### config.mk
export PLATFORM = sky130hd
export DESIGN_NAME = iqs_ctrl
export DESIGN_NICKNAME = d
export VERILOG_FILES = /design/src/hw/iqs_pkg.sv /design/src/hw/iqs_len_calc.sv /design/src/hw/iqs_qtable.sv /design/src/hw/iqs_ctrl.sv
export SDC_FILE = /design/constraint.sdc
export NUM_CORES = 2
export LEC_CHECK = 0
export ABC_AREA = 0
export BUFFER_PORTS_ARGS = -buffer_cell sky130_fd_sc_hd__buf_2
export CAP_MARGIN = 20
export CORE_AREA = 2 2 443 445
export DETAILED_ROUTE_END_ITERATION = 10
export DIE_AREA = 0 0 445 447
export PLACE_DENSITY = 0.43
export SYNTH_ARGS = -nofsm -noshare
export SYNTH_HDL_FRONTEND = slang
export SYNTH_SLANG_ARGS = --single-unit
export TNS_END_PERCENT = 50
### constraint.sdc
create_clock -name clock -period 3.5 [get_ports clock]
set_input_delay 0.7 -clock clock [delete_from_list [all_inputs] [get_ports clock]]
set_output_delay 0.7 -clock clock [all_outputs]
set_load 0.1 [all_outputs]
### src/hw/iqs_pkg.sv
// Package with the constants and carriers of the interrupt queue setup block.
package iqs_pkg;

  // ==========================================================
  // Bus and register map
  // ==========================================================
  localparam int unsigned IQS_AW = 8;
  localparam int unsigned IQS_DW = 32;
  localparam logic [7:0] IQS_OFS_ACCESS = 8'hE0;
  localparam logic [7:0] IQS_OFS_BASE   = 8'hE4;
  localparam logic [7:0] IQS_OFS_LENGTH = 8'hE8;
  localparam logic [7:0] IQS_OFS_MASK   = 8'hEC;
  localparam logic [31:0] IQS_RST_WORD  = 32'h0000_0000;

  // ==========================================================
  // Field positions of the setup access register
  // ==========================================================
  localparam int unsigned IQS_Q_LSB       = 0;
  localparam int unsigned IQS_Q_W         = 4;
  localparam int unsigned IQS_BIT_CBASE   = 16;
  localparam int unsigned IQS_BIT_CSIZE   = 17;
  localparam int unsigned IQS_BIT_CMASK   = 18;
  localparam int unsigned IQS_BIT_RDBACK  = 19;

  // ==========================================================
  // Field positions of the staging registers
  // ==========================================================
  localparam int unsigned IQS_BASE_LSB = 2;
  localparam int unsigned IQS_BASE_W   = 30;
  localparam int unsigned IQS_CODE_W   = 8;
  localparam int unsigned IQS_MASK_W   = 32;

  // ==========================================================
  // Queue set and sizing
  // ==========================================================
  localparam int unsigned IQS_NQ = 9;
  localparam logic [3:0]  IQS_CMD_Q = 4'h8;
  localparam logic [3:0]  IQS_HP_Q  = 4'h7;
  localparam int unsigned IQS_SIZE_W = 13;
  localparam int unsigned IQS_PTR_W  = 12;
  localparam logic [12:0] IQS_WORDS_PER_CODE = 13'h0010;
  localparam logic [12:0] IQS_MAX_CH_WORDS   = 13'h0FFC;
  localparam logic [12:0] IQS_CMD_WORDS      = 13'h0200;
  localparam logic [12:0] IQS_ONE_WORD       = 13'h0001;
  localparam logic [7:0]  IQS_CODE_ONE_WORD  = 8'hFF;

  // Live setup of one queue.
  typedef struct packed {
    logic [29:0] base;
    logic [7:0]  code;
    logic [12:0] size;
    logic [31:0] mask;
    logic        high_prio;
  } iqs_qcfg_t;

  // One command written to the setup access register.
  typedef struct packed {
    logic [3:0] q;
    logic       commit_base;
    logic       commit_size;
    logic       commit_mask;
    logic       readback;
  } iqs_cmd_t;

endpackage

### src/hw/iqs_len_calc.sv
// Length code to queue size in words.
`timescale 1ns/100ps
module iqs_len_calc
  import iqs_pkg::*;
(
  input  wire logic [7:0]  code,
  input  wire logic        is_cmd,
  output logic      [12:0] size
);

  logic [12:0] scaled;

  // Channel size is code plus one times sixteen, capped at the maximum.
  always_comb begin
    scaled = 13'({5'h0, code} + 13'h0001) * IQS_WORDS_PER_CODE;
    if (is_cmd) begin
      size = IQS_CMD_WORDS;
    end else if (code == IQS_CODE_ONE_WORD) begin
      size = IQS_ONE_WORD;
    end else if (scaled > IQS_MAX_CH_WORDS) begin
      size = IQS_MAX_CH_WORDS;
    end else begin
      size = scaled;
    end
  end

endmodule

### src/hw/iqs_qtable.sv
// Per-queue setup storage and vector write pointers.
`timescale 1ns/100ps
module iqs_qtable
  import iqs_pkg::*;
#(
  parameter int unsigned NQ = IQS_NQ
)(
  input  wire logic                  clock,
  input  wire logic                  resetn,
  input  wire logic [3:0]            sel,
  input  wire logic                  set_base,
  input  wire logic                  set_len,
  input  wire logic                  set_mask,
  input  wire logic [29:0]           base_in,
  input  wire logic [7:0]            code_in,
  input  wire logic [12:0]           size_in,
  input  wire logic [31:0]           mask_in,
  input  wire logic [NQ-1:0]         push,
  output iqs_qcfg_t [NQ-1:0]         cfg,
  output logic [NQ-1:0][11:0]        ptr
);

  genvar g;
  generate
    for (g = 0; g < NQ; g++) begin : g_q
      localparam logic [3:0] IDX = 4'(g);
      localparam logic [12:0] RST_SIZE =
        (IDX == IQS_CMD_Q) ? IQS_CMD_WORDS : IQS_WORDS_PER_CODE;
      iqs_qcfg_t   cfg_r;
      iqs_qcfg_t   cfg_nxt;
      logic [11:0] ptr_r;
      logic [11:0] ptr_nxt;
      logic        hit;
      logic [12:0] ptr_inc;

      // Load committed values and step or restart the write pointer.
      always_comb begin
        hit     = (sel == IDX);
        ptr_inc = 13'({1'b0, ptr_r} + 13'h0001);
        cfg_nxt = cfg_r;
        ptr_nxt = ptr_r;
        if (hit && set_base) begin
          cfg_nxt.base = base_in;
        end
        if (hit && set_len) begin
          cfg_nxt.code = code_in;
          cfg_nxt.size = size_in;
        end
        if (hit && set_mask) begin
          cfg_nxt.mask = mask_in;
        end
        if (hit && (set_base || set_len)) begin
          ptr_nxt = '0;
        end else if (push[g]) begin
          ptr_nxt = (ptr_inc >= cfg_r.size) ? '0 : ptr_inc[11:0];
        end
      end

      // Register the queue state.
      always_ff @(posedge clock or negedge resetn) begin
        if (!resetn) begin
          cfg_r <= '{base: '0, code: '0, size: RST_SIZE, mask: '0,
                     high_prio: (IDX == IQS_HP_Q)};
          ptr_r <= '0;
        end else begin
          cfg_r <= cfg_nxt;
          ptr_r <= ptr_nxt;
        end
      end

      assign cfg[g] = cfg_r;
      assign ptr[g] = ptr_r;
    end
  endgenerate

endmodule

### src/hw/iqs_ctrl.sv
// Interrupt queue setup: staging registers, commits and readback.
//
// Contract
// - Queue index selects the committed queue; 0 to 7 channel, 8 command.
// - Queue 7 is the high-priority queue by default.
// - Base, size and mask commits in one write apply together.
// - Command queue length is fixed at 512 words.
// - Staged base serves all channel queues and the command queue.
// - Base is word aligned; bits 1 and 0 are zero.
// - After a base change the next vector goes to the first location.
// - Length code applies to the channel queues only.
// - Channel size is (code+1)*16 words, capped at 4092.
// - Length code 255 gives a one word queue.
// - After a length change the next vector goes to the first location.
// - Readback copies the selected queue's setup into staging registers.
//
// Operation
// Software writes the base, length and mask staging registers first.
// A write to the setup access register then names a queue in its low
// four bits and carries up to three commit bits and a readback bit.
// Every commit bit that is set copies its staged value into the named
// queue on the clock edge that takes the write, so a base, a length
// and a mask committed together land in the same cycle.
// The staging registers are not cleared by a commit. One staged value
// can therefore be committed to several queues in turn, with one
// access write per queue and no rewrite of the staging register.
//
// Refusals
// A queue index above eight matches no queue and every commit bit in
// that write is dropped; the index still reads back from the access
// register.
// A length commit to the command queue is dropped, so that queue keeps
// its fixed size whatever code is staged.
// A mask commit to the command queue or to the high-priority queue is
// dropped as well. Software must not rely on either being stored.
// A readback bit written together with any commit bit is ignored and
// the commits act alone. Mixing the two would let the staging
// registers be overwritten in the same cycle that they are consumed.
//
// Readback
// A readback copies the live base, length code and mask of the named
// queue into the staging registers. The stored length code is copied,
// not the derived size, so the command queue reads back a code of zero.
// A readback of an index above eight loads zeros into all three.
// A readback overwrites whatever software had staged, so fresh staging
// writes must follow it before the next commit.
//
// Vector pointers
// Each queue keeps a word pointer that the vector writer advances by
// one per stored vector and that wraps to zero at the queue size.
// A base or length commit to a queue restarts its pointer at zero,
// even in a cycle in which the writer stores a vector to that queue.
// A length code of 255 is taken as a one-word queue, which makes every
// vector land in the first location.
// Read data stand for exactly one cycle after the read strobe.
//
// Added by the designer: the plain strobed port.
`timescale 1ns/100ps
module iqs_ctrl
  import iqs_pkg::*;
#(
  parameter int unsigned NQ = IQS_NQ
)(
  input  wire logic                  clock,
  input  wire logic                  resetn,
  input  wire logic [7:0]            reg_addr,
  input  wire logic [31:0]           reg_wdata,
  input  wire logic                  reg_wr,
  input  wire logic                  reg_rd,
  output logic      [31:0]           reg_rdata,
  input  wire logic [NQ-1:0]         vec_push,
  output logic      [NQ-1:0][31:0]   vec_addr,
  output iqs_qcfg_t [NQ-1:0]         q_cfg,
  output logic      [3:0]            hp_queue
);

  // ==========================================================
  // Declarations
  // ==========================================================
  logic [29:0]          base_r;
  logic [29:0]          base_nxt;
  logic [7:0]           code_r;
  logic [7:0]           code_nxt;
  logic [31:0]          mask_r;
  logic [31:0]          mask_nxt;
  logic [3:0]           q_r;
  logic [3:0]           q_nxt;
  logic [31:0]          rdata_r;
  logic [31:0]          rdata_nxt;

  logic                 wr_access;
  logic                 wr_base;
  logic                 wr_length;
  logic                 wr_mask;
  iqs_cmd_t             cmd;
  logic                 q_valid;
  logic                 is_cmd_q;
  logic                 do_base;
  logic                 do_size;
  logic                 do_mask;
  logic                 do_readback;
  logic [12:0]          staged_size;
  iqs_qcfg_t            sel_cfg;
  logic [NQ-1:0][11:0]  wr_ptr;

  // ==========================================================
  // Register decode
  // ==========================================================

  // One strobe per cycle; each write picks at most one register.
  assign wr_access = reg_wr && (reg_addr == IQS_OFS_ACCESS);
  assign wr_base   = reg_wr && (reg_addr == IQS_OFS_BASE);
  assign wr_length = reg_wr && (reg_addr == IQS_OFS_LENGTH);
  assign wr_mask   = reg_wr && (reg_addr == IQS_OFS_MASK);

  // Split the access word into its command fields.
  always_comb begin
    cmd.q           = reg_wdata[IQS_Q_LSB +: IQS_Q_W];
    cmd.commit_base = reg_wdata[IQS_BIT_CBASE];
    cmd.commit_size = reg_wdata[IQS_BIT_CSIZE];
    cmd.commit_mask = reg_wdata[IQS_BIT_CMASK];
    cmd.readback    = reg_wdata[IQS_BIT_RDBACK];
  end

  // ==========================================================
  // Commit qualification
  // ==========================================================

  assign q_valid  = (cmd.q <= IQS_CMD_Q);
  assign is_cmd_q = (cmd.q == IQS_CMD_Q);

  assign do_base = wr_access && q_valid && cmd.commit_base;

  assign do_size = wr_access && q_valid && !is_cmd_q
                   && cmd.commit_size;

  assign do_mask = wr_access && q_valid && !is_cmd_q
                   && (cmd.q != IQS_HP_Q) && cmd.commit_mask;

  // A readback that comes with any commit is dropped; commits win.
  assign do_readback = wr_access && cmd.readback
                       && !(cmd.commit_base || cmd.commit_size
                            || cmd.commit_mask);

  // ==========================================================
  // Length sizing
  // ==========================================================

  iqs_len_calc u_len (
    .code   (code_r),
    .is_cmd (is_cmd_q),
    .size   (staged_size)
  );

  // ==========================================================
  // Queue table
  // ==========================================================

  iqs_qtable #(
    .NQ (NQ)
  ) u_table (
    .clock    (clock),
    .resetn   (resetn),
    .sel      (cmd.q),
    .set_base (do_base),
    .set_len  (do_size),
    .set_mask (do_mask),
    .base_in  (base_r),
    .code_in  (code_r),
    .size_in  (staged_size),
    .mask_in  (mask_r),
    .push     (vec_push),
    .cfg      (q_cfg),
    .ptr      (wr_ptr)
  );

  // Current setup of the queue named by the command, for readback.
  always_comb begin
    sel_cfg = '0;
    for (int i = 0; i < NQ; i++) begin
      if (cmd.q == 4'(i)) begin
        sel_cfg = q_cfg[i];
      end
    end
  end

  // ==========================================================
  // Staging registers
  // ==========================================================

  always_comb begin
    base_nxt = base_r;
    code_nxt = code_r;
    mask_nxt = mask_r;
    q_nxt    = q_r;
    if (wr_base) begin
      base_nxt = reg_wdata[IQS_BASE_LSB +: IQS_BASE_W];
    end
    if (wr_length) begin
      code_nxt = reg_wdata[IQS_CODE_W-1:0];
    end
    if (wr_mask) begin
      mask_nxt = reg_wdata[IQS_MASK_W-1:0];
    end
    if (wr_access) begin
      q_nxt = cmd.q;
    end
    if (do_readback) begin
      base_nxt = sel_cfg.base;
      code_nxt = sel_cfg.code;
      mask_nxt = sel_cfg.mask;
    end
  end

  // Register the staging values and the last selected queue.
  always_ff @(posedge clock or negedge resetn) begin
    if (!resetn) begin
      base_r <= '0;
      code_r <= '0;
      mask_r <= '0;
      q_r    <= '0;
    end else begin
      base_r <= base_nxt;
      code_r <= code_nxt;
      mask_r <= mask_nxt;
      q_r    <= q_nxt;
    end
  end

  // ==========================================================
  // Read data
  // ==========================================================

  // Read data stand for one cycle after the strobe and are zero else.
  always_comb begin
    rdata_nxt = IQS_RST_WORD;
    if (reg_rd) begin
      unique case (reg_addr)
        IQS_OFS_ACCESS: begin
          // Commit and readback bits act once and read as zero.
          rdata_nxt[IQS_Q_LSB +: IQS_Q_W] = q_r;
        end
        IQS_OFS_BASE: begin
          rdata_nxt[IQS_BASE_LSB +: IQS_BASE_W] = base_r;
        end
        IQS_OFS_LENGTH: begin
          rdata_nxt[IQS_CODE_W-1:0] = code_r;
        end
        IQS_OFS_MASK: begin
          rdata_nxt[IQS_MASK_W-1:0] = mask_r;
        end
        default: begin
          rdata_nxt = IQS_RST_WORD;
        end
      endcase
    end
  end

  // Register the read answer.
  always_ff @(posedge clock or negedge resetn) begin
    if (!resetn) begin
      rdata_r <= IQS_RST_WORD;
    end else begin
      rdata_r <= rdata_nxt;
    end
  end

  assign reg_rdata = rdata_r;

  // ==========================================================
  // Vector write addresses
  // ==========================================================

  // Byte address of the next vector slot of each queue.
  genvar g;
  generate
    for (g = 0; g < NQ; g++) begin : g_addr
      logic [29:0] word;
      assign word = q_cfg[g].base + {18'h0, wr_ptr[g]};
      assign vec_addr[g] = {word, 2'b00};
    end
  endgenerate

  assign hp_queue = IQS_HP_Q;

endmodule

After elaboration in Yosys (flattened, before gate mapping). Cells that the tools add are included.

Register bits after elaboration: 961. Bits of input ports: 53. Logic and storage cells: 210.

Equal/unequal tests: 14. Reductions and logical operators: 66. Mux-type cells: 50. Magnitude comparators: 11. $add $sub $neg: 19.

Operator list (count): $mux 84 (9); $mux 12 (27); $add 30x12->30 (9); $add 12x1->13 const B (9); $ge 13x13->1 (9); $mux 32 (3); $mux 30 (2); $logic_and 1x1->1 (48); $pmux 24 s2 (1); $eq 8x8->1 const B (5); $mux 13 (3); $reduce_bool 2->1 (12); $eq 4x3->1 const B (4); $mux 8 (2); $gt 13x12->1 const B (1); $pmux 4 s3 (1); $add 8x1->9 const B (1); $eq 4x2->1 const B (2); $pmux 2 s4 (1); $pmux 2 s3 (1); $eq 4x1->1 const B (1); $eq 4x4->1 const B (1); $le 4x4->1 const B (1); $logic_not 4->1 (1); other kinds (3) (6).

Depth between registers and ports, before layout.
Depth in word-level cells: 11. Mapped depth: 16.

Hierarchy. Synthesis repeated with hierarchy kept, for this count alone.

Cell total of the unflattened synthesis: 4865. Area total of the unflattened synthesis: 53696.5 um^2.

By module, submodules not included: iqs_qtable (area an instance 36638.9 um^2, times used 1, seq. area each 21406.8 um^2, cells each 2760); iqs_ctrl (area an instance 16836.1 um^2, times used 1, seq. area each 2652.5 um^2, cells each 2068); iqs_len_calc (area an instance 221.5 um^2, times used 1, seq. area each 0.0 um^2, cells each 37).

Least setup slack after synthesis. OpenSTA, ideal clock, no wires.

Path type: register to output. Start point: reg u_table.g_q[4].cfg_r (netlist bit u_table.cfg[390]). End point: out vec_addr[140] (netlist name). Cell stages (with the launch flop): 10. Required time: 2.800 ns. Arrival: 4.500 ns. Path buffers: 0. Path slack: -1.700 ns. Cells stage by stage: dfrtp_1 > ha_1 > inv_1 > fa_1 > nor2b_1 > o21a_1 > o21ai_0 > a21oi_1 > a2111oi_0 > nor3_1.

RTL lines: start: declaration (line iqs_qtable.sv:29) `iqs_qcfg_t cfg_r;`; start signal: assignment (line iqs_qtable.sv:62) `cfg_r <= '{base: '0, code: '0, size: RST_SIZE, mask: '0,`; start signal: assignment (line iqs_qtable.sv:66) `cfg_r <= cfg_nxt;`; end: declaration (line iqs_ctrl.sv:72) `output logic [NQ-1:0][31:0] vec_addr,`.

==> results.txt <==
total of warnings raised by yosys -> 0
vias in the first global route -> 46,200
Initial Util -> 26.3%
R2R Setup Slk -> 0.02 ns
clock latency at the later pin of the worst-skew pair -> 0.78 ns
HPWL Detailed -> 233,000 um
fin util -> 40.0%
power per standard cell area -> 323 nW/um^2
worst setup margin -> -0.593 ns
Via density -> 5.17
violated checks -> setup timing
FF+latch count, synth -> 925
Synth Cell Area -> 51,100 um^2
Setup crit start kind -> register
CTS tree -> yes
RSZ-0062 raised after global routing -> yes
total number of H-tree levels -> 3
Post-synth EDFFs -> 0
Worst slew margin -> 20.0%
hold slack final -> 0.235 ns
Root Buffer -> clkbuf_16
Final nets -> 6,670
asr flop ratio synth -> 100%
Num CTS Buffers -> 115
worst hold path class -> input pin to register
Worst Setup Path Type -> register to primary output
fin crit period -> 4.09 ns
Placer Congestion -> 0.923
WL final -> 298,000 um
top-area cell type share of the netlist area -> 44.9%
die area -> 199,000 um^2
sink of the worst hold path -> base_r[24]
share of layout cells above drive strength 1 -> 49.6%
final cell count without fillers -> 9,065
Slew @ Worst Pin -> 1.20 ns
Final Max Slew Viols -> 0
VDD IR-drop max -> 0.000460 V
worst path arrival time -> 3.39 ns
hold path start -> reg_wdata[26]
WP data required -> 2.80 ns
Post-synth top flop -> dfrtp_1
drt initial violations -> 3,596
buffers added on ports -> 1,065
sequential share of the synthesized area -> 45.4%
total global-route track usage -> 29.2%
leading area contributor after synthesis -> dfrtp_1
busiest grt layer -> met2
FP Rows -> 162
endpoints failing setup -> 215
Area growth syn-to-layout -> 52.3%
run status -> finished, violations left
Leakage -> 38.6 nW
largest net degree at the start of global routing -> 72
GR Layer Usage met2 -> 50.5%
hold path depth -> 3
clock tree sinks -> 925
I/O Pins -> 1,133
Tcrit/Tclk final -> 117%
initial antenna violation count -> 43
DRC Markers -> 0
RR Endpoint -> u_table.g_q[3].ptr_r[9]
Antenna Violating Nets Remaining -> 0
synthesized netlist cell count -> 4,895
Die W -> 445 um
FF-to-FF path depth -> 14
Final Hold Vio Count -> 0
Congestion Overflow GR -> 0
first-pass GRT wire length -> 402,000 um
clk buf depth -> 3
Final Skew -> 0.0420 ns
clk slew on worst S/H paths -> 0.06 ns
core footprint -> 194,000 um^2
WL per Instance -> 32.9 um
met1 Use GR -> 35.6%
synthesized area per cell -> 10.4 um^2
Synth area leaders -> dfrtp_1, mux2_2, ha_1
worst flop-to-flop path startpoint -> u_table.g_q[3].ptr_r[0]
Pre-Repair DR Iteration Count -> 7
placed cell count -> 8,658
Die H -> 447 um
Max Fanout on Critical Path -> 6
Synth cell types -> 87
MaxCap Viol Count -> 0
global routing usage on met3 -> 5.54%
Fmax -> 244 MHz
via count -> 46,800
CP endpoint kind -> primary output
## critical path, cell delays in order (launching register included)
cell,delay [ns]
dfrtp_4,0.42
ha_4,0.13
inv_2,0.03
fa_2,0.34
nor2b_2,0.14
o31a_1,0.16
o211ai_1,0.11
a21bo_2,0.24
o21ai_4,0.14
buf_12,0.15
nand4_1,0.26
xnor2_4,0.27
buf_12,0.20
## metrics by stage
stage               worst slack, ns  power (mW)  area [um^2]  setup TNS, ns
finish                       -0.593        25.1        77800         -71.09
global route                 -0.722        25.9        77700         -99.79
CTS                          -0.668        25.4        76000         -86.10
detailed placement           -0.601        12.6        69100          -3.12
global placement             -0.838        12.6        69000          -4.58
floorplan                    -0.386        11.7        55200         -15.35
## timing repair
| action | 4_1_cts | 5_1_grt |
|---|---|---|
| hold buffers | 1 | 0 |
| setup endpoints to repair | 231 | 264 |
| gates cloned | 2 | 0 |
| hold endpoints to repair | 6 | 0 |
| gates resized for setup | 395 | 301 |
| buffers inserted | 115 | 69 |
| pin swaps | 176 | 126 |
## report_power, final
part           internal, mW  switching, mW
clock network          7.46           5.24
logic                 0.303           1.16
registers              10.7          0.200
## kinds of logic (layout without fill, tap and decap cells)
| kind of cell | Yosys count | after routing | share of synthesized area (%) |
|---|---|---|---|
| and+or+nand+nor | 1166 | 1167 | 10.9 |
| other | 2 | 88 | 0.0147 |
| AOI/OAI and AO/OA | 997 | 997 | 12.9 |
| xor gates and xnor gates | 322 | 322 | 5.52 |
| adders and majority gates | 208 | 208 | 5.23 |
| buffers and inverters | 574 | 2115 | 4.90 |
| DFF | 925 | 925 | 45.4 |
| muxes | 701 | 701 | 15.2 |
## Yosys cell counts, drive strengths merged (156+ instances only)
cell type and n:
nand2 380, o21ai 236, inv 160, ha 199, xnor2 236, a21oi 222, nand3 161, dfrtp 916
buf 156, mux2 582, nor2 288, clkbuf 258
## sequential cells by signal (all words and copies together), names as in the netlist
register	flops
base_r	30
code_r	8
q_r	4
u_table.g_q.ptr_r	108
mask_r	32
u_table.cfg	711
reg_rdata	32
## worst max-delay path by stage
stage	start	endpoint	slack, ns	cells past startpoint
after CTS	u_table.cfg[558]	vec_addr[220]	-0.67	12
after global routing	u_table.cfg[223]	vec_addr[94]	-0.72	11
after global placement	reg_wdata[2]	base_r[7]	-0.84	11
after floorplan	u_table.cfg[558]	vec_addr[200]	-0.39	8
final	u_table.cfg[558]	vec_addr[220]	-0.59	12
after detailed placement	reg_wdata[2]	base_r[8]	-0.60	9
## layer usage
layer	vias to the layer above	share of wire [%]
met2	1678	50
met3	454	5.7
met1	24200	40
li1	20500	-
met5	-	0.044
met4	20	4.8
## area by class of cell
cell class | count | area, um^2
sequential | 925 | 23500
clock inverter | 46 | 649
timing repair buffer | 1745 | 14600
inverter | 160 | 603
fill | 18900 | 116000
tap | 2542 | 3180
antenna | 21 | 52.6
multi-input combinational | 3462 | 31900
clock buffer | 164 | 3280
## layout by cell type, fill, tap and decap left out, types with 59 or more instances in the layout
| cell type | count |
|---|---|
| nand3_1 | 99 |
| nor2_1 | 247 |
| ha_1 | 127 |
| a22o_1 | 96 |
| clkbuf_16 | 115 |
| xnor2_4 | 110 |
| buf_12 | 258 |
| xnor2_1 | 84 |
| buf_2 | 846 |
| inv_1 | 149 |
| mux2i_1 | 117 |
| mux2_2 | 514 |
| nand2_1 | 334 |
| dfrtp_2 | 109 |
| o21ai_0 | 200 |
| a21oi_1 | 188 |
| dfrtp_1 | 762 |
| buf_4 | 556 |
| ha_4 | 68 |
| buf_6 | 65 |
| conb_1 | 67 |
| mux2_1 | 68 |
| o22ai_1 | 59 |
| and3_1 | 65 |
Power figures use the tool's default switching activity.
